`config.mk`:
```
export PLATFORM = sky130hd
export DESIGN_NAME = sac_top
export DESIGN_NICKNAME = d
export VERILOG_FILES = /design/src/core/sac_pkg.sv /design/src/core/sac_seq_if.sv /design/src/core/sac_rate_timer.sv /design/src/core/sac_sar_engine.sv /design/src/core/sac_top.sv
export VERILOG_INCLUDE_DIRS = /design/src /design/src/core
export SDC_FILE = /design/constraint.sdc
export NUM_CORES = 1
export LEC_CHECK = 0
export CAP_MARGIN = 40
export CORE_MARGIN = 4
export CORE_UTILIZATION = 46
export CTS_BUF_LIST = sky130_fd_sc_hd__clkbuf_8
export DETAILED_ROUTE_END_ITERATION = 8
export DONT_BUFFER_PORTS = 1
export GPL_ROUTABILITY_DRIVEN = 0
export PLACE_DENSITY = 0.59
export SETUP_SLACK_MARGIN = 0.15
export SYNTH_ARGS = -nofsm -noshare
export SYNTH_HDL_FRONTEND = slang
export SYNTH_SLANG_ARGS = --single-unit
```
`constraint.sdc`:
```
create_clock -name mclk_i -period 4.4 [get_ports mclk_i]
set_input_delay 0.22 -clock mclk_i [delete_from_list [all_inputs] [get_ports mclk_i]]
set_output_delay 0.22 -clock mclk_i [all_outputs]
set_load 0.03 [all_outputs]
```
`src/core/sac_map.svh`:
```
`ifndef SAC_MAP_SVH
`define SAC_MAP_SVH

// register byte addresses
`define SAC_ADDR_MODE     16'hFF80
`define SAC_ADDR_CHAN     16'hFF84
`define SAC_ADDR_RESULT   16'hFF88
`define SAC_ADDR_UPPER8   16'hFF8C
`define SAC_ADDR_STATUS   16'hFF90
`define SAC_ADDR_MASK     16'hFF94
`define SAC_ADDR_MODE_BIT 16'hFF98

// converter_mode fields
`define SAC_MODE_RESET    8'h00
`define SAC_MODE_WMASK    8'hB9
`define SAC_RUN_BIT       7
`define SAC_RATE_HI       5
`define SAC_RATE_LO       3
`define SAC_CPWR_BIT      0

// single-bit write register fields
`define SAC_BITW_IDX_HI   2
`define SAC_BITW_VAL      8

// result and status fields
`define SAC_SUSPECT_BIT   15
`define SAC_UPPER_LO      2
`define SAC_DONE_BIT      0

// sample / total lengths in peripheral clocks, per rate code
`define SAC_SMP_000 8'd12
`define SAC_TOT_000 8'd36
`define SAC_SMP_001 8'd24
`define SAC_TOT_001 8'd48
`define SAC_SMP_010 8'd48
`define SAC_TOT_010 8'd72
`define SAC_SMP_011 8'd88
`define SAC_TOT_011 8'd112
`define SAC_SMP_100 8'd24
`define SAC_TOT_100 8'd72
`define SAC_SMP_101 8'd48
`define SAC_TOT_101 8'd96
`define SAC_SMP_110 8'd96
`define SAC_TOT_110 8'd144
`define SAC_SMP_111 8'd176
`define SAC_TOT_111 8'd224

// comparison window is split into this many slots, ten used for bits
`define SAC_BIT_SLOTS     8'd12
`define SAC_NUM_BITS      4'd10
`define SAC_MSB_IDX       4'd9
`define SAC_SAR_INIT      10'h200

// comparator settling
`define SAC_CLK_NS        10
`define SAC_SETTLE_NS     1000
`define SAC_SETTLE_CYC    ((`SAC_SETTLE_NS + `SAC_CLK_NS - 1) / `SAC_CLK_NS)

`endif

```
`src/core/sac_pkg.sv`:
```
package sac_pkg;

  typedef enum logic [1:0] {
    PH_IDLE    = 2'b00,
    PH_SAMPLE  = 2'b01,
    PH_COMPARE = 2'b11
  } sac_phase_e;

  typedef logic [2:0] sac_rate_t;
  typedef logic [9:0] sac_code_t;
  typedef logic [7:0] sac_len_t;

endpackage : sac_pkg

```
`src/core/sac_seq_if.sv`:
```
`timescale 1ns/1ps

interface sac_seq_if;
  logic cycle_start;
  logic bit_tick;
  logic conv_done;

  modport tmr (output cycle_start, output bit_tick, output conv_done);
  modport eng (input cycle_start, input bit_tick);
  modport top (input conv_done);
endinterface : sac_seq_if

```
`src/core/sac_rate_timer.sv`:
```
`timescale 1ns/1ps
`include "sac_map.svh"

module sac_rate_timer (
  // clock and reset
  input  wire logic            clk_i,
  input  wire logic            nrst_i,
  // control
  input  wire logic            run_i,
  input  wire sac_pkg::sac_rate_t rate_i,
  // sequencing
  sac_seq_if.tmr               seq,
  output logic                 sampling_o
);
  import sac_pkg::*;

  sac_phase_e phase_ff;
  sac_len_t   cnt_ff;
  sac_len_t   smp_ff;
  sac_len_t   tot_ff;
  sac_len_t   step_ff;
  sac_len_t   sub_ff;
  logic [3:0] bits_ff;
  logic       start_ff;
  logic       tick_ff;
  logic       done_ff;
  logic       sampling_ff;
  logic       last_smp;
  logic       last_tot;
  logic [15:0] lens;

  // returns {sample, total}
  function automatic logic [15:0] rate_lengths(input sac_rate_t r);
    unique case (r)
      3'b000: rate_lengths = {`SAC_SMP_000, `SAC_TOT_000};
      3'b100: rate_lengths = {`SAC_SMP_100, `SAC_TOT_100};
      3'b110: rate_lengths = {`SAC_SMP_110, `SAC_TOT_110};
      3'b101: rate_lengths = {`SAC_SMP_101, `SAC_TOT_101};
      3'b010: rate_lengths = {`SAC_SMP_010, `SAC_TOT_010};
      3'b001: rate_lengths = {`SAC_SMP_001, `SAC_TOT_001};
      3'b111: rate_lengths = {`SAC_SMP_111, `SAC_TOT_111};
      3'b011: rate_lengths = {`SAC_SMP_011, `SAC_TOT_011};
    endcase
  endfunction : rate_lengths

  assign lens     = rate_lengths(rate_i);
  assign last_smp = (cnt_ff == sac_len_t'(smp_ff - 8'd1));
  assign last_tot = (cnt_ff == sac_len_t'(tot_ff - 8'd1));

  // phase and cycle counter
  always_ff @(posedge clk_i or negedge nrst_i) begin
    if (!nrst_i) begin
      phase_ff <= PH_IDLE;
      cnt_ff   <= 8'h00;
    end else if (!run_i) begin
      phase_ff <= PH_IDLE;
      cnt_ff   <= 8'h00;
    end else begin
      unique case (phase_ff)
        PH_IDLE: begin
          phase_ff <= PH_SAMPLE;
          cnt_ff   <= 8'h00;
        end
        PH_SAMPLE: begin
          cnt_ff <= sac_len_t'(cnt_ff + 8'd1);
          if (last_smp) begin
            phase_ff <= PH_COMPARE;
          end
        end
        PH_COMPARE: begin
          if (last_tot) begin
            phase_ff <= PH_SAMPLE;
            cnt_ff   <= 8'h00;
          end else begin
            cnt_ff <= sac_len_t'(cnt_ff + 8'd1);
          end
        end
        default: begin
          phase_ff <= PH_IDLE;
          cnt_ff   <= 8'h00;
        end
      endcase
    end
  end

  // rate latched once per start
  always_ff @(posedge clk_i or negedge nrst_i) begin
    if (!nrst_i) begin
      smp_ff  <= `SAC_SMP_000;
      tot_ff  <= `SAC_TOT_000;
      step_ff <= 8'h01;
    end else if (run_i && phase_ff == PH_IDLE) begin
      smp_ff  <= lens[15:8];
      tot_ff  <= lens[7:0];
      step_ff <= sac_len_t'((lens[7:0] - lens[15:8]) / `SAC_BIT_SLOTS);
    end
  end

  // bit slot pacing inside the comparison window
  always_ff @(posedge clk_i or negedge nrst_i) begin
    if (!nrst_i) begin
      sub_ff  <= 8'h00;
      bits_ff <= 4'h0;
      tick_ff <= 1'b0;
    end else if (!run_i || phase_ff != PH_COMPARE) begin
      sub_ff  <= 8'h00;
      bits_ff <= 4'h0;
      tick_ff <= 1'b0;
    end else if (sub_ff == sac_len_t'(step_ff - 8'd1)) begin
      sub_ff  <= 8'h00;
      tick_ff <= (bits_ff < `SAC_NUM_BITS);
      if (bits_ff < `SAC_NUM_BITS) begin
        bits_ff <= 4'(bits_ff + 4'h1);
      end
    end else begin
      sub_ff  <= sac_len_t'(sub_ff + 8'd1);
      tick_ff <= 1'b0;
    end
  end

  // event pulses and sample-hold level
  always_ff @(posedge clk_i or negedge nrst_i) begin
    if (!nrst_i) begin
      start_ff    <= 1'b0;
      done_ff     <= 1'b0;
      sampling_ff <= 1'b0;
    end else begin
      start_ff    <= run_i && (phase_ff == PH_IDLE || (phase_ff == PH_COMPARE && last_tot));
      done_ff     <= run_i && phase_ff == PH_COMPARE && last_tot;
      sampling_ff <= run_i && (phase_ff == PH_IDLE || (phase_ff == PH_SAMPLE && !last_smp)
                     || (phase_ff == PH_COMPARE && last_tot));
    end
  end

  assign seq.cycle_start = start_ff;
  assign seq.bit_tick    = tick_ff;
  assign seq.conv_done   = done_ff;
  assign sampling_o      = sampling_ff;

endmodule : sac_rate_timer

```
`src/core/sac_sar_engine.sv`:
```
`timescale 1ns/1ps
`include "sac_map.svh"

module sac_sar_engine (
  // clock and reset
  input  wire logic      clk_i,
  input  wire logic      nrst_i,
  // sequencing
  sac_seq_if.eng         seq,
  // comparator
  input  wire logic      comp_i,
  output sac_pkg::sac_code_t code_o
);
  import sac_pkg::*;

  sac_code_t  sar_ff;
  logic [3:0] idx_ff;

  // trial bit set, decided, next lower bit set
  always_ff @(posedge clk_i or negedge nrst_i) begin
    if (!nrst_i) begin
      sar_ff <= 10'h000;
      idx_ff <= `SAC_MSB_IDX;
    end else if (seq.cycle_start) begin
      sar_ff <= `SAC_SAR_INIT;
      idx_ff <= `SAC_MSB_IDX;
    end else if (seq.bit_tick) begin
      sar_ff[idx_ff] <= comp_i;
      if (idx_ff != 4'h0) begin
        sar_ff[4'(idx_ff - 4'h1)] <= 1'b1;
        idx_ff <= 4'(idx_ff - 4'h1);
      end
    end
  end

  assign code_o = sar_ff;

endmodule : sac_sar_engine

```
`src/core/sac_top.sv`:
```
// Our own choice: the APB register port.
`timescale 1ns/1ps
`include "sac_map.svh"

//Contract
// reset clears converter_mode to zero: stopped, comparator off, rate 000.
// mode bit 7 stops conversion at 0 and starts it at 1.
// rate 000 samples 12 of 36 clocks; 100 samples 24 of 72.
// 110: 96/144, 101: 48/96, 010: 48/72, 001: 24/48 clocks.
// rate 111 samples 176 of 224 clocks; 011 samples 88 of 112.
// software picks a rate meeting supply limits, total under 100 us.
// mode bit 0 powers the comparator off at 0, on at 1.
// run starts even with comparator off; first result is not trustworthy.
// software waits 1 us after comparator on before setting run.
// run/enable give stopped, comparator-only waiting, or converting states.
// after changing other mode bits, software waits two cycles before run.
// software changes rate bits only while run is 0.
// software writes zero to mode bits 6, 2 and 1.
// mode register takes single-bit writes and full byte writes.
// software allows for clock error up to five percent.
// conversions repeat back to back until run is cleared.
// bits decided from 9 to 0; result copied to full and upper8.
// two-bit channel select, reset to zero, picks one of four inputs.
// phases timed by a clock counter loaded from rate latched at start.
module sac_top (
  // clock and reset
  input  wire logic        mclk_i,
  input  wire logic        nrst_i,
  // apb slave
  input  wire logic        psel_i,
  input  wire logic        penable_i,
  input  wire logic        pwrite_i,
  input  wire logic [15:0] paddr_i,
  input  wire logic [31:0] pwdata_i,
  output logic      [31:0] prdata_o,
  output logic             pready_o,
  output logic             pslverr_o,
  // analog front end
  input  wire logic        comp_i,
  output logic             sample_hold_o,
  output logic             comp_power_o,
  output logic      [1:0]  chan_sel_o,
  output sac_pkg::sac_code_t dac_code_o,
  // interrupt
  output logic             irq_o
);
  import sac_pkg::*;

  localparam logic [2:0] SEL_MODE = 3'd0;
  localparam logic [2:0] SEL_CHAN = 3'd1;
  localparam logic [2:0] SEL_RES  = 3'd2;
  localparam logic [2:0] SEL_UP8  = 3'd3;
  localparam logic [2:0] SEL_STAT = 3'd4;
  localparam logic [2:0] SEL_MASK = 3'd5;
  localparam logic [2:0] SEL_BITW = 3'd6;
  localparam logic [2:0] SEL_NONE = 3'd7;
  localparam logic [7:0] SETTLE   = 8'(`SAC_SETTLE_CYC);

  logic [7:0]  mode_ff;
  logic [1:0]  chan_ff;
  sac_code_t   result_ff;
  logic        suspect_ff;
  logic        first_ff;
  logic        status_ff;
  logic        mask_ff;
  logic        irq_ff;
  logic        cpwr_ff;
  logic        run_prev_ff;
  logic [7:0]  settle_ff;
  logic [31:0] prdata_ff;
  logic        pready_ff;
  logic        pslverr_ff;
  logic [7:0]  nxt_mode;
  logic [7:0]  bit_onehot;
  logic [2:0]  sel;
  logic        setup;
  logic        wr;
  logic        rd;
  logic        run;
  sac_code_t   code;

  sac_seq_if seq ();

  function automatic logic [2:0] reg_sel(input logic [15:0] a);
    unique case (a)
      `SAC_ADDR_MODE:     reg_sel = SEL_MODE;
      `SAC_ADDR_CHAN:     reg_sel = SEL_CHAN;
      `SAC_ADDR_RESULT:   reg_sel = SEL_RES;
      `SAC_ADDR_UPPER8:   reg_sel = SEL_UP8;
      `SAC_ADDR_STATUS:   reg_sel = SEL_STAT;
      `SAC_ADDR_MASK:     reg_sel = SEL_MASK;
      `SAC_ADDR_MODE_BIT: reg_sel = SEL_BITW;
      default:            reg_sel = SEL_NONE;
    endcase
  endfunction : reg_sel

  assign sel   = reg_sel(paddr_i);
  assign setup = psel_i && !penable_i;
  assign wr    = psel_i && penable_i && pready_ff && pwrite_i && sel != SEL_NONE;
  assign rd    = psel_i && penable_i && pready_ff && !pwrite_i;
  assign run   = mode_ff[`SAC_RUN_BIT];
  assign bit_onehot = 8'(8'h01 << pwdata_i[`SAC_BITW_IDX_HI:0]);

  // byte write replaces all live bits; bit write touches one
  always_comb begin
    nxt_mode = mode_ff;
    if (sel == SEL_MODE) begin
      nxt_mode = pwdata_i[7:0] & `SAC_MODE_WMASK;
    end else if (pwdata_i[`SAC_BITW_VAL]) begin
      nxt_mode = (mode_ff | bit_onehot) & `SAC_MODE_WMASK;
    end else begin
      nxt_mode = mode_ff & ~bit_onehot;
    end
  end

  // converter_mode
  always_ff @(posedge mclk_i or negedge nrst_i) begin
    if (!nrst_i) begin
      mode_ff <= `SAC_MODE_RESET;
    end else if (wr && (sel == SEL_MODE || sel == SEL_BITW)) begin
      mode_ff <= nxt_mode;
    end
  end

  // input_channel_select
  always_ff @(posedge mclk_i or negedge nrst_i) begin
    if (!nrst_i) begin
      chan_ff <= 2'h0;
    end else if (wr && sel == SEL_CHAN) begin
      chan_ff <= pwdata_i[1:0];
    end
  end

  // comparator powered while enabled or converting
  always_ff @(posedge mclk_i or negedge nrst_i) begin
    if (!nrst_i) begin
      cpwr_ff <= 1'b0;
    end else begin
      cpwr_ff <= mode_ff[`SAC_CPWR_BIT] || run;
    end
  end

  // comparator settle tracking flags a first result taken too early
  always_ff @(posedge mclk_i or negedge nrst_i) begin
    if (!nrst_i) begin
      settle_ff <= 8'h00;
    end else if (!cpwr_ff) begin
      settle_ff <= 8'h00;
    end else if (settle_ff != SETTLE) begin
      settle_ff <= 8'(settle_ff + 8'h01);
    end
  end

  always_ff @(posedge mclk_i or negedge nrst_i) begin
    if (!nrst_i) begin
      run_prev_ff <= 1'b0;
      first_ff    <= 1'b0;
    end else begin
      run_prev_ff <= run;
      if (run && !run_prev_ff) begin
        first_ff <= (settle_ff != SETTLE);
      end else if (seq.conv_done) begin
        first_ff <= 1'b0;
      end
    end
  end

  // result_full / result_upper8 capture
  always_ff @(posedge mclk_i or negedge nrst_i) begin
    if (!nrst_i) begin
      result_ff  <= 10'h000;
      suspect_ff <= 1'b0;
    end else if (seq.conv_done) begin
      result_ff  <= code;
      suspect_ff <= first_ff;
    end
  end

  // sticky done flag, read clears, a new event wins
  always_ff @(posedge mclk_i or negedge nrst_i) begin
    if (!nrst_i) begin
      status_ff <= 1'b0;
    end else if (seq.conv_done) begin
      status_ff <= 1'b1;
    end else if (rd && sel == SEL_STAT) begin
      status_ff <= 1'b0;
    end
  end

  always_ff @(posedge mclk_i or negedge nrst_i) begin
    if (!nrst_i) begin
      mask_ff <= 1'b0;
    end else if (wr && sel == SEL_MASK) begin
      mask_ff <= pwdata_i[`SAC_DONE_BIT];
    end
  end

  always_ff @(posedge mclk_i or negedge nrst_i) begin
    if (!nrst_i) begin
      irq_ff <= 1'b0;
    end else begin
      irq_ff <= status_ff && mask_ff;
    end
  end

  // apb: one wait-free access phase, data prepared in setup
  always_ff @(posedge mclk_i or negedge nrst_i) begin
    if (!nrst_i) begin
      pready_ff  <= 1'b0;
      pslverr_ff <= 1'b0;
      prdata_ff  <= 32'h0000_0000;
    end else begin
      pready_ff  <= setup;
      pslverr_ff <= setup && sel == SEL_NONE;
      if (setup && !pwrite_i) begin
        prdata_ff <= 32'h0000_0000;
        unique case (sel)
          SEL_MODE: prdata_ff[7:0] <= mode_ff;
          SEL_CHAN: prdata_ff[1:0] <= chan_ff;
          SEL_RES: begin
            prdata_ff[9:0]              <= result_ff;
            prdata_ff[`SAC_SUSPECT_BIT] <= suspect_ff;
          end
          SEL_UP8:  prdata_ff[7:0] <= result_ff[9:`SAC_UPPER_LO];
          SEL_STAT: prdata_ff[`SAC_DONE_BIT] <= status_ff;
          SEL_MASK: prdata_ff[`SAC_DONE_BIT] <= mask_ff;
          SEL_BITW: prdata_ff <= 32'h0000_0000;
          SEL_NONE: prdata_ff <= 32'h0000_0000;
        endcase
      end
    end
  end

  sac_rate_timer u_timer (
    .clk_i      (mclk_i),
    .nrst_i     (nrst_i),
    .run_i      (run),
    .rate_i     (mode_ff[`SAC_RATE_HI:`SAC_RATE_LO]),
    .seq        (seq.tmr),
    .sampling_o (sample_hold_o)
  );

  sac_sar_engine u_engine (
    .clk_i  (mclk_i),
    .nrst_i (nrst_i),
    .seq    (seq.eng),
    .comp_i (comp_i),
    .code_o (code)
  );

  assign prdata_o     = prdata_ff;
  assign pready_o     = pready_ff;
  assign pslverr_o    = pslverr_ff;
  assign comp_power_o = cpwr_ff;
  assign chan_sel_o   = chan_ff;
  assign dac_code_o   = code;
  assign irq_o        = irq_ff;

endmodule : sac_top

```
After elaboration in Yosys (flattened, before gate mapping)
Memory sizes are Yosys's and may differ from the RTL's.
Index checks and enable logic that the tools add are counted.

word-level totals
  bits in registers = 112
  memory bits (read-only) = 96
  bits of input ports = 54
  output and inout port bits = 49
  word-level logic and storage cells = 159
  memories = 1

memories
  memory            words  width  rd ports  clocked after Yosys merged registers in  write ports  RTL line              source
  (name not given)  8      12     1         0                                        0            sac_rate_timer.sv:34  unique case (r)

cells by class
  $add $sub $neg = 9
  divide/modulo/power cells = 1
  $lt $le $gt $ge = 5
  equal/unequal tests = 25
  shift operators = 1
  muxes and demuxes = 39
  bitwise gates (word level) = 4
  reductions and logical operators = 47

operators by type and width
  kind                                                  number
  equality test 16 bit (second input constant)          7
  2-to-1 mux 8 bit                                      8
  2-to-1 mux 10 bit                                     3
  adder 8 x 1 -> 8 bit (second input constant)          3
  equality test 8 bit                                   3
  2-to-1 mux 4 bit                                      6
  subtractor 8 x 1 -> 8 bit (second input constant)     3
  logical AND 1 bit                                     23
  case mux 3 bit (7 select lines)                       1
  case mux 6 bit (3 select lines)                       1
  case mux 8 bit (2 select lines)                       1
  equality test 3 bit (second input constant)           4
  nonzero test 2 bit                                    6
  bitwise mux 10 bit                                    1
  < comparator 4 x 5 -> 1 bit (second input constant)   2
  bitwise OR 10 bit                                     1
  2-to-1 mux 1 bit                                      9
  bitwise AND 8 bit                                     1
  demux 1 bit (select 4 bit)                            2
  divider 8 x 4 -> 8 bit (second input constant)        1
  >= comparator 4 x 1 -> 1 bit (second input constant)  2
  2-to-1 mux 2 bit                                      4
  != test 8 x 7 -> 1 bit (second input constant)        1
  NOT 8 bit                                             1
  24 further kinds                                      37

Logic depth before layout (Yosys ltp)
  depth after elaboration = 9
  mapped depth = 19
  gate-level depth less buffers = 17

Cells and area by module
From an unflattened synthesis, not the netlist that was laid out.

unflattened totals
  cells, all modules = 702
  area total of the unflattened synthesis = 6729.0 µm²

by module, submodules not included
  module          times used  cells each  area each (µm²)  sequential area each (µm²)
  sac_rate_timer  1           331         2957.8           1056.0
  sac_top         1           265         2791.4           1201.2
  sac_sar_engine  1           106         979.7            352.8

Worst setup path after synthesis
No wires, ideal clock.

  path kind = register -> register
  start point = register (tool-made name)
  end point = register u_timer.step_ff[0]
  setup time = 0.098 ns
  arrival time = 3.806 ns
  setup slack = 0.496 ns
  stages on the path, launching flop included = 19
  buffers on the path = 2
  period minus slack after synthesis = 3.904 ns
  path through = dfrtp_1 > clkbuf_1 > inv_1 > o21ai_0 > nand2_1 > ha_1 > or2_1 > clkbuf_1 > or3_1 > o211a_1 > mux2_2 > nand2_1 > o21a_1 > ha_1 > nand2_1 > or3_1 > o311ai_0 > a211oi_1 > a221oi_1

RTL lines
  item                  RTL line              source
  to (signal assigned)  sac_rate_timer.sv:95  step_ff <= sac_len_t'((lens[7:0] - lens[15:8]) / `SAC_BIT_SLOTS);
  to (decl)             sac_rate_timer.sv:21  sac_len_t step_ff;

==> impl_results.md <==
* Status: finished clean
* Fin. Hold Viols at 0
* Maximum vdd drop at 0.144 mV
* Share of cells above drive strength 1 at 0.103
* Period Utilization, post-route at 0.910
* WS Path Type: flip-flop to flip-flop
* # clock sinks at 104
* Core ar. at 0.0133 sq mm
* Final WL at 14.2 mm
* Drt drc at 0
* CTS clk-pin slew, worst paths at 110 ps
* Most common cell after layout, fill and taps aside: dfrtp_1
* Commonest non-fill, non-tap cells in the layout: dfrtp_1, nand2_1, nor2_1
* DP Worst Slack at 273 ps
* Post-synth ARST share at 1.00
* Netlist Area Pre-Place at 0.00628 sq mm
* Sequential area share after synthesis at 0.415
* Tmin final at 4010 ps
* Final-stage net count at 765
* Slowest cell on crit path: dfrtp_2
* Leak pwr at 0.00291 uW
* Largest net degree at the start of global routing at 105
* Final setup violating endpoints at 0
* Crit path max fanout at 8
* Starting Density at 0.473
* Max Cap Viol at 0
* Area Overhead vs Synth at 7.21%
* Prevailing post-synth register cell: dfrtp_1
* CTS buffer count at 9
* Final Max Tran Viols at 0
* R2r setup slk at 390 ps
* CP cell instances: buf_4 > o21ai_0 > ha_1 > or2_2 > o211ai_1 > o211ai_1 > xnor2_1 > nor2_1 > o21a_1 > ha_2 > a2111oi_0 > a211o_1 > a211oi_1 > a221oi_1
* Count of cell types in the netlist at 76
* Worst hold-check path type: input port to flip-flop
* Via count at 4958
* Worst Tran Pin Value at 780 ps
* Die Footprint at 0.0156 sq mm
* Buffers & Inverters on Critical Path at 1
* Antenna Nets Post-Route at 0
* Final Worst Setup Slack at 394 ps
* WP data required at 4680 ps
* Vias per cell at 5.68
* Initial antenna violation count at 1
* F_max at 0.250 GHz
* Post-Syn Area per Cell at 9.16 sq um
* Fin area at 0.00674 sq mm
* CTS Root Cell: clkbuf_8
* Clock Path Buffers at 2
* RSZ-0062 raised after global routing: false
* Worst rel slew slack at 0.476
* Synth warn at 0
* Worst hold slack at 50.3 ps
* Worst R2R End: u_timer.step_ff[0]
* First drt pass iteration count at 6
* Grt total ovfl at 0
* Synthesized flop and latch total at 104
* Crit path max-delay family: compound AO/OA/AOI/OAI gates
* Hpwl dp at 10.3 mm
* Setup crit end kind: flip-flop
* Skew final at 12.9 ps
* Final setup TNS at 0 ps
* Post-Synthesis Cells at 686
* R2R cell count at 14
* CP Launch Type: flip-flop
* Die W at 125 um
* Wire per inst at 16.3 um
* PortBufs at 0
* Clock Latency Late Sink at 380 ps
* Synth area leaders: dfrtp_1, nand2_1, xnor2_1, ha_1, nor2_1
* Post-DP Area at 0.00639 sq mm
* Std-Cell Rows at 42
* Worst Path Arrival at 4290 ps
* H-tree levels at 3
* HP Start: paddr_i[4]
* Vias in the first global route at 4751
* Power consumption at 1640 uW
* Global-route wire length before repair at 23.3 mm
* CTS tree: yes
* Gr usage total at 0.178
* Dominant cell type by area after synthesis: dfrtp_1
* Hold path depth at 3
* Initial DRC Count at 435
* CP dominant cell by count: o211ai_1
* Number of synthesized flops with an enable pin at 0
* Die H at 125 um
* Top cell type's share of synthesized area at 0.390
* Slowest stage delay, CP at 470 ps
* Pwr per Cell Area at 244 mW/mm^2
* Hold endpoint: status_ff
* Antenna Cells at 0
* I/O Pins at 103
* Layout fillers at 1234
-- cell type report --
type                            instances  area [sq um]  area share
Multi-Input combinational cell        526          3380       0.502
Sequential cell                       104          2610       0.388
Timing Repair Buffer                   25           223      0.0331
Tap cell                              176           220      0.0327
Clock buffer                           10           138      0.0204
Inverter                               26          97.6      0.0145
Clock inverter                          6          67.6      0.0100
-- sequential cells by signal, indices dropped and copies added (netlist names), 2 cells and up, named ones only --
signal and cells:
chan_sel_o 2, mode_ff 3, prdata_o 11, result_ff 10, settle_ff 8, u_engine.code_o 10
u_engine.idx_ff 4, u_timer.bits_ff 4, u_timer.cnt_ff 8, u_timer.phase_ff 2, u_timer.smp_ff 5, u_timer.step_ff 5
u_timer.sub_ff 8, u_timer.tot_ff 6
-- kinds of logic after synthesis --
logic type / count (synthesis) / synth area share
simple gates: 258 / 0.204
compound gates: 152 / 0.164
flops: 104 / 0.415
buf+inv: 76 / 0.0597
xor+xnor: 53 / 0.0783
mux: 23 / 0.0400
fa+ha+maj: 19 / 0.0378
other cells: 1 / 0.000597
-- cell usage after synthesis (4+ instances only) --
library cell  instances
buf_4                21
a31oi_1               9
a21oi_1              27
or3_1                 9
o22ai_1               5
xnor2_1              31
inv_1                26
nor3b_1               5
nand2b_1             10
clkbuf_1             22
a211oi_1              4
a311oi_1              4
o211ai_1              8
nor2b_1               9
a222oi_1              6
o21ai_0              38
o21a_1                6
a2111oi_0             4
nor3_1               15
dfrtp_1              98
xor2_1               20
nor2_1               57
ha_1                 19
and3_1                6
or2_2                 4
o31ai_1               6
nand3_1              25
mux2i_1               6
nand3b_1              4
nand2_1              82
and2_1                9
mux2_2               17
dfstp_2               6
-- how the worst max path moves through the flow --
stage	to	slack, ps	depth (start not counted)
global route	u_timer.step_ff[0]	50	14
CTS	u_timer.step_ff[0]	220	14
finish	u_timer.step_ff[0]	390	14
detailed placement	u_timer.step_ff[0]	270	14
global placement	u_timer.step_ff[0]	390	14
floorplan	u_timer.step_ff[0]	500	18
-- power by group --
part	leakage, uW	switching (uW)	internal [uW]
combinational	0.00143	49.7	12.6
sequential	0.00138	2.74	956
clock	0.000105	340	282
total	0.00291	392	1250
-- metal layers --
| layer | GRT usage | routed length (um) | vias to the layer above |
|---|---|---|---|
| met3 | 0.0360 | 828 | 22 |
| li1 | - | - | 2411 |
| met4 | 0.0491 | 208 | 2 |
| met2 | 0.296 | 6720 | 158 |
| met1 | 0.239 | 6450 | 2365 |
| met5 | 0 | 7 | - |
-- what timing repair did --
item | 4_1_cts | 5_1_grt
endpoints found under the setup margin | 0 | 2
gates resized for setup | 0 | 7
endpoints found under the hold margin | 109 | 0
buffers inserted | 0 | 6
hold buffers | 7 | 0
-- tightest hold or removal path, cell delays in order --
cell and delay, ps:
nand2b_1 50, o41ai_1 70, nand2_1 60
-- metrics by stage --
step / util / cells
finish: 0.507 / 873
global route: 0.507 / 873
CTS: 0.503 / 867
detailed placement: 0.481 / 844
global placement: 0.480 / 843
floorplan: - / 706
No activity file was read; power rests on OpenSTA's default activity.
